**src/include/rcr_cfg.svh**
```systemverilog
// Constants for the remote code receiver: offsets, fields, reset values and timing counts.
`ifndef RCR_CFG_SVH
`define RCR_CFG_SVH

// Register byte offsets.
`define RCR_OFS_STORED      4'h0
`define RCR_OFS_TIMING      4'h4
`define RCR_OFS_STATUS      4'h8
`define RCR_OFS_LAST_CODE   4'hC

// Stored word layout: code C1..C22 in bits 21..0 (C1 first received), configuration above.
`define RCR_CODE_BITS       22
`define RCR_STORED_BITS     31
`define RCR_BIT_ROLE        22
`define RCR_BIT_SIGNALLING  23
`define RCR_BIT_TX_REPEAT   24
`define RCR_BIT_TRAIN_LO    25
`define RCR_BIT_TRAIN_HI    26
`define RCR_BIT_FRONT_END   27
`define RCR_BIT_KIND_G      28
`define RCR_BIT_KIND_UPPER  29
`define RCR_BIT_POLARITY    30
`define RCR_SYNC_PATTERN    3'h2
`define RCR_FRAME_BITS      25

// Reset values.
`define RCR_STORED_RST      32'h0000_0000
`define RCR_TIMING_RST      32'h0008_0003

// Timing: delay in oscillator ticks, pulse length as unit multiple, gap as shift.
`define RCR_VTR_DELAY_TICKS 304
`define RCR_VTR_LEN_MULT    48
`define RCR_GAP_SHIFT       3

`endif

```
**src/include/rcr_pkg.sv**
```systemverilog
// Types shared by the remote code receiver modules.
package rcr_pkg;

  // Output stage of the single-match and train receivers.
  typedef enum logic [1:0] {
    RCR_OUT_IDLE,
    RCR_OUT_DELAY,
    RCR_OUT_PULSE
  } rcr_out_state_t;

  // Receiver kind selected by the two kind bits.
  typedef enum logic [1:0] {
    RCR_KIND_TOGGLE,
    RCR_KIND_SINGLE,
    RCR_KIND_TRAIN,
    RCR_KIND_NONE
  } rcr_kind_t;

endpackage

```
**src/include/rcr_sym_if.sv**
```systemverilog
// Symbol stream from the pulse classifier to the frame logic.
`timescale 1ns/1ps
interface rcr_sym_if;
  logic        sym_valid;
  logic        sym_bit;
  logic        sym_abort;
  logic [15:0] sym_unit;

  modport src (output sym_valid, output sym_bit, output sym_abort, output sym_unit);
  modport dst (input sym_valid, input sym_bit, input sym_abort, input sym_unit);
endinterface

```
**src/hdl/rcr_top.sv**
```systemverilog
// Remote code receiver top: register slave, frame matcher, window logic and open-drain output.
`timescale 1ns/1ps
`include "rcr_cfg.svh"
module rcr_top #(
  parameter int AXI_ADDR_W = 12
) (
  input  wire logic                  aclk,
  input  wire logic                  aresetn,
  input  wire logic [AXI_ADDR_W-1:0] s_axi_awaddr,
  input  wire logic                  s_axi_awvalid,
  output logic                       s_axi_awready,
  input  wire logic [31:0]           s_axi_wdata,
  input  wire logic [3:0]            s_axi_wstrb,
  input  wire logic                  s_axi_wvalid,
  output logic                       s_axi_wready,
  output logic [1:0]                 s_axi_bresp,
  output logic                       s_axi_bvalid,
  input  wire logic                  s_axi_bready,
  input  wire logic [AXI_ADDR_W-1:0] s_axi_araddr,
  input  wire logic                  s_axi_arvalid,
  output logic                       s_axi_arready,
  output logic [31:0]                s_axi_rdata,
  output logic [1:0]                 s_axi_rresp,
  output logic                       s_axi_rvalid,
  input  wire logic                  s_axi_rready,
  input  wire logic                  code_in_pin,
  input  wire logic                  time_pin,
  output logic                       out_pin_o,
  output logic                       out_pin_oe
);
  import rcr_pkg::*;

  if (AXI_ADDR_W < 4)
  begin : g_chk
    $error("AXI_ADDR_W must be at least 4");
  end

  ////////////////////////////////////////////////////////////////////////////////
  // Declarations.
  logic [31:0]           stored_reg, stored_next, timing_reg, timing_next;
  logic                  aw_have_reg, aw_have_next, w_have_reg, w_have_next;
  logic [AXI_ADDR_W-1:0] awaddr_reg, awaddr_next;
  logic [31:0]           wdata_reg, wdata_next;
  logic [3:0]            wstrb_reg, wstrb_next;
  logic                  bvalid_reg, bvalid_next, rvalid_reg, rvalid_next;
  logic [1:0]            bresp_reg, bresp_next, rresp_reg, rresp_next;
  logic [31:0]           rdata_reg, rdata_next, status_w;
  logic [15:0]           div_reg, div_next;
  logic                  osc_tick;
  logic [1:0]            pins_sync;
  logic [24:0]           shift_reg, shift_next;
  logic [4:0]            nbit_reg, nbit_next;
  logic                  match_reg, match_next, matched_last_reg, matched_last_next;
  logic                  win_reg, win_next, win_end;
  logic [3:0]            count_reg, count_next, need;
  logic                  toggle_reg, toggle_next;
  rcr_out_state_t        st_reg, st_next;
  logic [21:0]           cnt_reg, cnt_next, len;
  logic                  drive_low_reg, drive_low_next;
  logic                  rx_on, want_high;
  rcr_kind_t             kind;
  rcr_sym_if             sym ();

  ////////////////////////////////////////////////////////////////////////////////
  // Receive role check
  assign rx_on = !stored_reg[`RCR_BIT_ROLE] && !stored_reg[`RCR_BIT_TX_REPEAT];
  assign kind  = rcr_kind_t'({stored_reg[`RCR_BIT_KIND_UPPER], ^stored_reg[`RCR_BIT_KIND_UPPER:`RCR_BIT_KIND_G]});

  always_comb
  begin
    unique case ({stored_reg[`RCR_BIT_TRAIN_HI], stored_reg[`RCR_BIT_TRAIN_LO]})
      2'b01:   need = 4'h2;
      2'b10:   need = 4'h4;
      2'b11:   need = 4'h8;
      2'b00:   need = 4'h1;
    endcase
  end

  ////////////////////////////////////////////////////////////////////////////////
  // AXI4-Lite slave: address and data are taken in either order, one write and one read at a time.
  always_comb
  begin
    aw_have_next = aw_have_reg;
    w_have_next  = w_have_reg;
    awaddr_next  = awaddr_reg;
    wdata_next   = wdata_reg;
    wstrb_next   = wstrb_reg;
    bvalid_next  = bvalid_reg;
    bresp_next   = bresp_reg;
    rvalid_next  = rvalid_reg;
    rresp_next   = rresp_reg;
    rdata_next   = rdata_reg;
    stored_next  = stored_reg;
    timing_next  = timing_reg;
    if (s_axi_awvalid && s_axi_awready)
    begin
      aw_have_next = 1'b1;
      awaddr_next  = s_axi_awaddr;
    end
    if (s_axi_wvalid && s_axi_wready)
    begin
      w_have_next = 1'b1;
      wdata_next  = s_axi_wdata;
      wstrb_next  = s_axi_wstrb;
    end
    if (aw_have_reg && w_have_reg && !bvalid_reg)
    begin
      aw_have_next = 1'b0;
      w_have_next  = 1'b0;
      bvalid_next  = 1'b1;
      bresp_next   = 2'h0;
      if (awaddr_reg[AXI_ADDR_W-1:4] != '0)
        bresp_next = 2'h2;
      else if (awaddr_reg[3:0] == `RCR_OFS_STORED)
      begin
        for (int i = 0; i < 4; i++)
          if (wstrb_reg[i])
            stored_next[i*8 +: 8] = wdata_reg[i*8 +: 8];
        stored_next[31] = 1'b0;
      end
      else if (awaddr_reg[3:0] == `RCR_OFS_TIMING)
      begin
        for (int i = 0; i < 4; i++)
          if (wstrb_reg[i])
            timing_next[i*8 +: 8] = wdata_reg[i*8 +: 8];
      end
      else if (awaddr_reg[3:0] != `RCR_OFS_STATUS && awaddr_reg[3:0] != `RCR_OFS_LAST_CODE)
        bresp_next = 2'h2;
    end
    if (bvalid_reg && s_axi_bready)
      bvalid_next = 1'b0;
    if (s_axi_arvalid && s_axi_arready)
    begin
      rvalid_next = 1'b1;
      rresp_next  = 2'h0;
      rdata_next  = 32'h0000_0000;
      if (s_axi_araddr[AXI_ADDR_W-1:4] != '0)
        rresp_next = 2'h2;
      else
        unique case (s_axi_araddr[3:0])
          `RCR_OFS_STORED:    rdata_next = stored_reg;
          `RCR_OFS_TIMING:    rdata_next = timing_reg;
          `RCR_OFS_STATUS:    rdata_next = status_w;
          `RCR_OFS_LAST_CODE: rdata_next = {7'h00, shift_reg};
          default:            rresp_next = 2'h2;
        endcase
    end
    else if (rvalid_reg && s_axi_rready)
      rvalid_next = 1'b0;
  end

  assign s_axi_awready = !aw_have_reg;
  assign s_axi_wready  = !w_have_reg;
  assign s_axi_arready = !rvalid_reg;
  assign s_axi_bvalid  = bvalid_reg;
  assign s_axi_bresp   = bresp_reg;
  assign s_axi_rvalid  = rvalid_reg;
  assign s_axi_rresp   = rresp_reg;
  assign s_axi_rdata   = rdata_reg;
  assign status_w = {24'h000000, matched_last_reg, win_reg, count_reg, rx_on, ~drive_low_reg};

  ////////////////////////////////////////////////////////////////////////////////
  // Oscillator divider: one tick every TIMING[31:16]+1 cycles stands in for the RC oscillator.
  always_comb
  begin
    div_next = (div_reg >= timing_reg[31:16]) ? 16'h0000 : div_reg + 16'h0001;
  end
  assign osc_tick = (div_reg >= timing_reg[31:16]);

  rcr_pin_sync #(
    .WIDTH (2)
  ) u_sync (
    .aclk      (aclk),
    .aresetn   (aresetn),
    .pin_in    ({time_pin, code_in_pin}),
    .level_out (pins_sync)
  );

  // Same decoder for normal and demodulated input
  rcr_symbol_dec u_dec (
    .aclk       (aclk),
    .aresetn    (aresetn),
    .osc_tick   (osc_tick),
    .code_level (pins_sync[0]),
    .invert     (stored_reg[`RCR_BIT_POLARITY]),
    .enable     (rx_on),
    .thresh     (timing_reg[15:0]),
    .sym        (sym.src)
  );

  ////////////////////////////////////////////////////////////////////////////////
  // Frame assembly; match_reg pulses for one cycle at the end of a correct code.
  always_comb
  begin
    shift_next        = shift_reg;
    nbit_next         = nbit_reg;
    match_next        = 1'b0;
    matched_last_next = matched_last_reg;
    if (sym.sym_abort || !rx_on)
      nbit_next = 5'h00;
    else if (sym.sym_valid)
    begin
      shift_next = {shift_reg[23:0], sym.sym_bit};
      if (nbit_reg == 5'(`RCR_FRAME_BITS - 1))
      begin
        nbit_next = 5'h00;
        match_next = ({shift_reg[23:0], sym.sym_bit} ==
                      {`RCR_SYNC_PATTERN, stored_reg[`RCR_CODE_BITS-1:0]});
        matched_last_next = match_next;
      end
      else
        nbit_next = nbit_reg + 5'h01;
    end
  end

  ////////////////////////////////////////////////////////////////////////////////
  // Window open while timing level high
  always_comb
  begin
    win_next   = pins_sync[1];
    count_next = count_reg;
    if (!win_reg)
      count_next = 4'h0;
    else if (match_reg && count_reg != 4'h8)
      count_next = count_reg + 4'h1;
  end
  assign win_end = win_reg && !pins_sync[1];

  ////////////////////////////////////////////////////////////////////////////////
  // Output stage: pulse timing for single and train kinds, toggle for the toggle kind.
  always_comb
  begin
    len         = 22'(`RCR_VTR_LEN_MULT) * {6'h00, sym.sym_unit};
    st_next     = st_reg;
    cnt_next    = cnt_reg;
    toggle_next = toggle_reg;
    if (!rx_on || kind == RCR_KIND_NONE)
      st_next = RCR_OUT_IDLE;
    else if (kind == RCR_KIND_SINGLE && match_reg)
    begin
      if (st_reg == RCR_OUT_PULSE)
        cnt_next = len + 22'(`RCR_VTR_DELAY_TICKS);
      else
      begin
        st_next  = RCR_OUT_DELAY;
        cnt_next = 22'(`RCR_VTR_DELAY_TICKS);
      end
    end
    else if (kind == RCR_KIND_TRAIN && win_end && count_reg >= need)
    begin
      st_next  = RCR_OUT_PULSE;
      cnt_next = len;
    end
    else if (osc_tick)
    begin
      unique case (st_reg)
        RCR_OUT_IDLE:  st_next = RCR_OUT_IDLE;
        RCR_OUT_DELAY:
        begin
          cnt_next = cnt_reg - 22'h000001;
          if (cnt_reg == 22'h000001)
          begin
            st_next  = RCR_OUT_PULSE;
            cnt_next = len;
          end
        end
        RCR_OUT_PULSE:
        begin
          cnt_next = cnt_reg - 22'h000001;
          if (cnt_reg <= 22'h000001)
            st_next = RCR_OUT_IDLE;
        end
      endcase
    end
    if (kind == RCR_KIND_TOGGLE && rx_on && win_end && count_reg >= need)
      toggle_next = !toggle_reg;
    want_high      = (kind == RCR_KIND_TOGGLE) ? toggle_reg : (st_reg == RCR_OUT_PULSE);
    drive_low_next = rx_on && !want_high;
  end

  assign out_pin_o  = 1'b0;
  assign out_pin_oe = drive_low_reg;

  ////////////////////////////////////////////////////////////////////////////////
  // All state registers.
  always_ff @(posedge aclk)
  begin
    if (!aresetn)
    begin
      stored_reg       <= `RCR_STORED_RST;
      timing_reg       <= `RCR_TIMING_RST;
      aw_have_reg      <= 1'b0;
      w_have_reg       <= 1'b0;
      awaddr_reg       <= '0;
      wdata_reg        <= 32'h0000_0000;
      wstrb_reg        <= 4'h0;
      bvalid_reg       <= 1'b0;
      bresp_reg        <= 2'h0;
      rvalid_reg       <= 1'b0;
      rresp_reg        <= 2'h0;
      rdata_reg        <= 32'h0000_0000;
      div_reg          <= 16'h0000;
      shift_reg        <= 25'h0000000;
      nbit_reg         <= 5'h00;
      match_reg        <= 1'b0;
      matched_last_reg <= 1'b0;
      win_reg          <= 1'b0;
      count_reg        <= 4'h0;
      st_reg           <= RCR_OUT_IDLE;
      cnt_reg          <= 22'h000000;
      toggle_reg       <= 1'b1;
      drive_low_reg    <= 1'b0;
    end
    else
    begin
      stored_reg       <= stored_next;
      timing_reg       <= timing_next;
      aw_have_reg      <= aw_have_next;
      w_have_reg       <= w_have_next;
      awaddr_reg       <= awaddr_next;
      wdata_reg        <= wdata_next;
      wstrb_reg        <= wstrb_next;
      bvalid_reg       <= bvalid_next;
      bresp_reg        <= bresp_next;
      rvalid_reg       <= rvalid_next;
      rresp_reg        <= rresp_next;
      rdata_reg        <= rdata_next;
      div_reg          <= div_next;
      shift_reg        <= shift_next;
      nbit_reg         <= nbit_next;
      match_reg        <= match_next;
      matched_last_reg <= matched_last_next;
      win_reg          <= win_next;
      count_reg        <= count_next;
      st_reg           <= st_next;
      cnt_reg          <= cnt_next;
      toggle_reg       <= toggle_next;
      drive_low_reg    <= drive_low_next;
    end
  end
endmodule // rcr_top

```
**src/hdl/rcr_pin_sync.sv**
```systemverilog
// Three-stage pin synchroniser; a change is accepted once stages two and three agree.
`timescale 1ns/1ps
module rcr_pin_sync #(
  parameter int WIDTH = 2
) (
  input  wire logic             aclk,
  input  wire logic             aresetn,
  input  wire logic [WIDTH-1:0] pin_in,
  output logic      [WIDTH-1:0] level_out
);
  if (WIDTH < 1)
  begin : g_chk
    $error("WIDTH must be at least 1");
  end

  logic [WIDTH-1:0] s1_reg;
  logic [WIDTH-1:0] s2_reg;
  logic [WIDTH-1:0] s3_reg;
  logic [WIDTH-1:0] level_reg;
  logic [WIDTH-1:0] level_next;

  ////////////////////////////////////////////////////////////////////////////////
  // Hold the old level while the last two stages disagree.
  always_comb
  begin
    level_next = (s2_reg & ~(s2_reg ^ s3_reg)) | (level_reg & (s2_reg ^ s3_reg));
  end

  // The first stage feeds only the second, so metastability has a full cycle to settle.
  always_ff @(posedge aclk)
  begin
    if (!aresetn)
    begin
      s1_reg    <= '0;
      s2_reg    <= '0;
      s3_reg    <= '0;
      level_reg <= '0;
    end
    else
    begin
      s1_reg    <= pin_in;
      s2_reg    <= s1_reg;
      s3_reg    <= s2_reg;
      level_reg <= level_next;
    end
  end

  assign level_out = level_reg;
endmodule // rcr_pin_sync

```
**src/hdl/rcr_symbol_dec.sv**
```systemverilog
// Pulse-width classifier: turns high pulses into one or zero symbols on oscillator ticks.
`timescale 1ns/1ps
`include "rcr_cfg.svh"
module rcr_symbol_dec (
  input  wire logic        aclk,
  input  wire logic        aresetn,
  input  wire logic        osc_tick,
  input  wire logic        code_level,
  input  wire logic        invert,
  input  wire logic        enable,
  input  wire logic [15:0] thresh,
  rcr_sym_if.src           sym
);
  logic        lvl_reg;
  logic        lvl_next;
  logic [15:0] high_reg;
  logic [15:0] high_next;
  logic [18:0] low_reg;
  logic [18:0] low_next;
  logic [15:0] unit_reg;
  logic [15:0] unit_next;
  logic        valid_reg;
  logic        valid_next;
  logic        bit_reg;
  logic        bit_next;
  logic        abort_reg;
  logic        abort_next;
  logic        cur;
  logic [18:0] gap;

  ////////////////////////////////////////////////////////////////////////////////
  // Measure high and low times; a falling edge closes a symbol, a long low drops the frame.
  always_comb
  begin
    cur        = code_level ^ invert;
    gap        = {3'h0, thresh} << `RCR_GAP_SHIFT;
    lvl_next   = lvl_reg;
    high_next  = high_reg;
    low_next   = low_reg;
    unit_next  = unit_reg;
    valid_next = 1'b0;
    bit_next   = bit_reg;
    abort_next = 1'b0;
    if (!enable)
    begin
      high_next = 16'h0000;
      low_next  = 19'h00000;
      lvl_next  = 1'b0;
    end
    else if (osc_tick)
    begin
      lvl_next = cur;
      if (cur)
      begin
        low_next = 19'h00000;
        if (high_reg != 16'hFFFF)
          high_next = high_reg + 16'h0001;
      end
      else
      begin
        if (lvl_reg)
        begin
          valid_next = 1'b1;
          bit_next   = (high_reg <= thresh);
          if (high_reg <= thresh)
            unit_next = high_reg;
          high_next = 16'h0000;
        end
        if (low_reg != 19'h7FFFF)
          low_next = low_reg + 19'h00001;
        // A line that stays low past the gap ends any partial frame.
        if (low_reg == gap)
          abort_next = 1'b1;
      end
    end
  end

  always_ff @(posedge aclk)
  begin
    if (!aresetn)
    begin
      lvl_reg   <= 1'b0;
      high_reg  <= 16'h0000;
      low_reg   <= 19'h00000;
      unit_reg  <= 16'h0001;
      valid_reg <= 1'b0;
      bit_reg   <= 1'b0;
      abort_reg <= 1'b0;
    end
    else
    begin
      lvl_reg   <= lvl_next;
      high_reg  <= high_next;
      low_reg   <= low_next;
      unit_reg  <= unit_next;
      valid_reg <= valid_next;
      bit_reg   <= bit_next;
      abort_reg <= abort_next;
    end
  end

  assign sym.sym_valid = valid_reg;
  assign sym.sym_bit   = bit_reg;
  assign sym.sym_abort = abort_reg;
  assign sym.sym_unit  = unit_reg;
endmodule // rcr_symbol_dec

```
**config.mk**
```make
export PLATFORM = sky130hd
export DESIGN_NAME = rcr_top
export DESIGN_NICKNAME = d
export VERILOG_FILES = /design/src/include/rcr_pkg.sv /design/src/include/rcr_sym_if.sv /design/src/hdl/rcr_top.sv /design/src/hdl/rcr_pin_sync.sv /design/src/hdl/rcr_symbol_dec.sv
export VERILOG_INCLUDE_DIRS = /design/src /design/src/include
export SDC_FILE = /design/constraint.sdc
export NUM_CORES = 1
export LEC_CHECK = 0
export ABC_AREA = 0
export BUFFER_PORTS_ARGS = -buffer_cell sky130_fd_sc_hd__buf_4
export CORE_MARGIN = 2
export CORE_UTILIZATION = 30
export DETAILED_ROUTE_END_ITERATION = 6
export GPL_ROUTABILITY_DRIVEN = 0
export PLACE_DENSITY = 0.44
export SETUP_SLACK_MARGIN = 0.05
export SYNTH_ARGS = -nofsm -noshare
export SYNTH_HDL_FRONTEND = slang
export SYNTH_SLANG_ARGS = --single-unit
```
**constraint.sdc**
```tcl
create_clock -name aclk -period 6.36 [get_ports aclk]
set_input_delay 0.636 -clock aclk [delete_from_list [all_inputs] [get_ports aclk]]
set_output_delay 0.636 -clock aclk [all_outputs]
set_load 0.02 [all_outputs]
```
==> flow_summary.json <==
{
  "status": "finished, final reports clean",
  "io_buffers": 108,
  "syn_inst": 1768,
  "cap_violations": 0,
  "ys_seq_area_share_pct": 39.4,
  "cts_hold_buf": 0,
  "fmax_ghz": 0.287,
  "h-tree-depth": 2,
  "power.share.combinational_pct": 4.1,
  "clock_latency_ps": 550,
  "synth-edff-count": 0,
  "p_sw_share_pct": 23.3,
  "power-per-cell-area_mw_per_mm2": 235,
  "cts_resized": 0,
  "fp.dieW_um": 226,
  "yosysWarnings": 0,
  "fin_skew_ps": 26.5,
  "p_leak_uw": 0.00666,
  "rsz0062_at_grt": "false",
  "grt.overflow.total": 0,
  "path_clk_slew_ps": 60,
  "core_area_sq_mm": 0.0487,
  "cts_tree": "done",
  "required_ps": 6750,
  "diodes": 0,
  "power.total_uw": 4060,
  "wl_per_cell_um": 17.1,
  "drc": 0,
  "postRouteAntennaNets": 0,
  "fp-row-count": 81,
  "start_util_pct": 30.3,
  "die_y_um": 226,
  "hpwl_um": 30600,
  "root_buffer": "clkbuf_16",
  "synth_ff_type": "dfxtp_1",
  "reg2reg_from": "div_reg[0]",
  "grt_max_degree": 87,
  "hold_path.startpoint": "s_axi_rready",
  "area_growth_pct": 17.2,
  "internal_power_uw": 3120,
  "avgSynthCellArea_sq_um": 8.36,
  "r2r_slack_ps": 2880,
  "grt_pass1_vias": 12000,
  "ir_drop_mv": 0.146,
  "reg2reg_depth": 11,
  "cts_buffer_depth": 3,
  "viasPerCell": 4.92,
  "dp.cells": 2460,
  "layout.cells.non_filler": 2524,
  "track_usage_pct": 16.8,
  "clock-sinks": 291,
  "maxSlewViolCount": 0,
  "drt_iter0_markers": 714,
  "syn-cell-area_sq_mm": 0.0148,
  "pwr-share-seq_pct": 46.1,
  "final_layout_size_suffix_gt1_share_pct": 11.3,
  "final_nets": 1968,
  "route.vias.total": 12400,
  "synth_cell_types": 75,
  "p_sw_uw": 947,
  "cts_buffers": 36,
  "setup_viol": 0,
  "worst_pin_slew_ps": 1250,
  "postCtsSetupBuffers": 0,
  "grt_first_pass_wirelength_um": 68000,
  "hold_viol_final": 0,
  "first_pass_iters": 5,
  "wirelength_um": 43200,
  "antenna_found_initial": 0,
  "hold_path.class": "input pin to flop",
  "relSlewSlack_pct": 15.8,
  "cp-end-kind": "flop",
  "endpoint": "u_dec.sym.sym_unit[15]",
  "min_period_ps": 3480,
  "min_period_over_period_pct": 54.8,
  "pwr-share-clk_pct": 49.8,
  "crit_fanout": 18,
  "fin_setup_tns_ps": 0,
  "ys_ff_latch": 291,
  "die_area_sq_mm": 0.0510,
  "crit_type": "flop to flop",
  "holdWs_ps": 261,
  "fin_ws_ps": 2880,
  "arrival_ps": 3870,
  "start_kind": "flop",
  "startpoint": "div_reg[0]",
  "pre_cts_ws_ps": 2880,
  "async_flop_share_pct": 0,
  "rr_endpoint": "u_dec.sym.sym_unit[15]",
  "io_pins": 112
}
[kinds of logic after synthesis]
kind of cell               synth area share [%]
AOI/OAI and AO/OA                          14.7
xor gates and xnor gates                   7.05
adders and majority gates                  5.56
buffers and inverters                      4.17
DFF                                        39.4
muxes                                      6.63
other                                    0.0254
and+or+nand+nor                            22.4
[layer usage]
metal,up-vias,global-route usage (%),share of wire (%)
met1,5865,23.4,49
met5,-,0,0
met2,223,26.0,44
met3,65,3.45,4.9
met4,0,5.06,2.5
li1,6265,-,-
[power by group through the flow]
stage               Sequential, uW  Clock, uW  Combinational, uW
floorplan                     1900          0               99.8
global placement              1910          0                168
detailed placement            1910          0                168
CTS                           1870       2090                169
global route                  1880       2170                183
finish                        1870       2020                165
[area by class of cell]
class | count | area (sq um)
Clock buffer | 55 | 1070
Tap cell | 664 | 831
Sequential cell | 291 | 5830
Fill cell | 5105 | 31400
Timing Repair Buffer | 118 | 886
Multi-Input combinational cell | 1327 | 8380
Clock inverter | 9 | 87.6
Inverter | 60 | 230
[worst max-delay path: stages, from the launching register on]
cell       delay [ps]
dfxtp_1           400
inv_1              60
ha_1              260
nand2b_1           90
a21o_1            110
a21oi_1            60
o31a_1            300
nor3_2            400
o2111ai_1         310
a211oi_4          980
mux2i_1           280
nor2_1             50
[Yosys cell counts (all sizes together) (2+ instances only)]
master | number | share of area (%)
a22oi | 34 | 1.7
a21boi | 6 | 0.30
a31oi | 9 | 0.38
o22ai | 2 | 0.085
and4 | 2 | 0.12
o21bai | 2 | 0.10
nor2b | 34 | 1.4
a21oi | 154 | 5.2
nor4 | 23 | 1.1
o211a | 6 | 0.41
mux2 | 7 | 0.53
nand3b | 5 | 0.25
nor2 | 159 | 4.1
inv | 60 | 1.5
nand3 | 64 | 2.2
a211o | 3 | 0.18
o21a | 9 | 0.46
buf | 23 | 0.89
xor2 | 67 | 4.0
nand4b | 3 | 0.28
nor3b | 8 | 0.44
clkbuf | 69 | 1.8
mux2i | 72 | 4.9
nand2 | 267 | 6.8
o21ai | 66 | 2.3
xnor2 | 52 | 3.1
or2 | 4 | 0.17
or4 | 5 | 0.28
o221ai | 7 | 0.41
a211oi | 13 | 0.66
nor3 | 29 | 1.0
nand4 | 26 | 1.1
nand2b | 16 | 0.68
and3 | 14 | 0.59
a21o | 16 | 0.81
nor4b | 7 | 0.52
mux4 | 8 | 1.2
o31ai | 3 | 0.15
and2 | 19 | 0.80
o31a | 2 | 0.12
o211ai | 11 | 0.56
or3 | 11 | 0.47
ha | 64 | 5.4
a221oi | 2 | 0.20
dfxtp | 291 | 39
[placed cells by master (no fill, tap or decap), types with 7 or more instances in the layout]
master and instances:
xor2_1 67, o221ai_1 7, o21ai_0 59, and2_1 19, a31oi_1 8, inv_1 59, nor2b_1 33, nand4_1 25
and3_1 14, nor3b_1 7, a21oi_1 154, clkbuf_8 10, mux2i_1 72, clkbuf_16 36, or3_1 11, xnor2_1 52
o211ai_1 11, a21o_1 16, dfxtp_1 291, nor2_1 158, nor4_1 20, mux4_2 8, nand3_1 64, a22oi_1 34
o21a_1 9, clkbuf_1 9, nand2b_1 16, nor3_1 28, a211oi_1 12, nand2_1 267, buf_4 118, ha_1 64
[worst min-delay path by stage]
stage | cells after the start | end
after detailed placement | 1 | u_sync.s2_reg[0]
after global placement | 1 | u_sync.s2_reg[0]
final | 2 | s_axi_rvalid
after CTS | 2 | s_axi_rvalid
after global routing | 2 | s_axi_rvalid
after floorplan | 1 | u_sync.s2_reg[0]
[stage by stage]
| stage | area, sq um | utilization (%) |
|---|---|---|
| after floorplan | 14800 | - |
| after global placement | 16200 | 33.1 |
| after detailed placement | 16200 | 33.1 |
| after CTS | 17300 | 35.5 |
| after global routing | 17300 | 35.5 |
| final | 17300 | 35.5 |
Note: power is estimated with default switching activity, not from simulation.
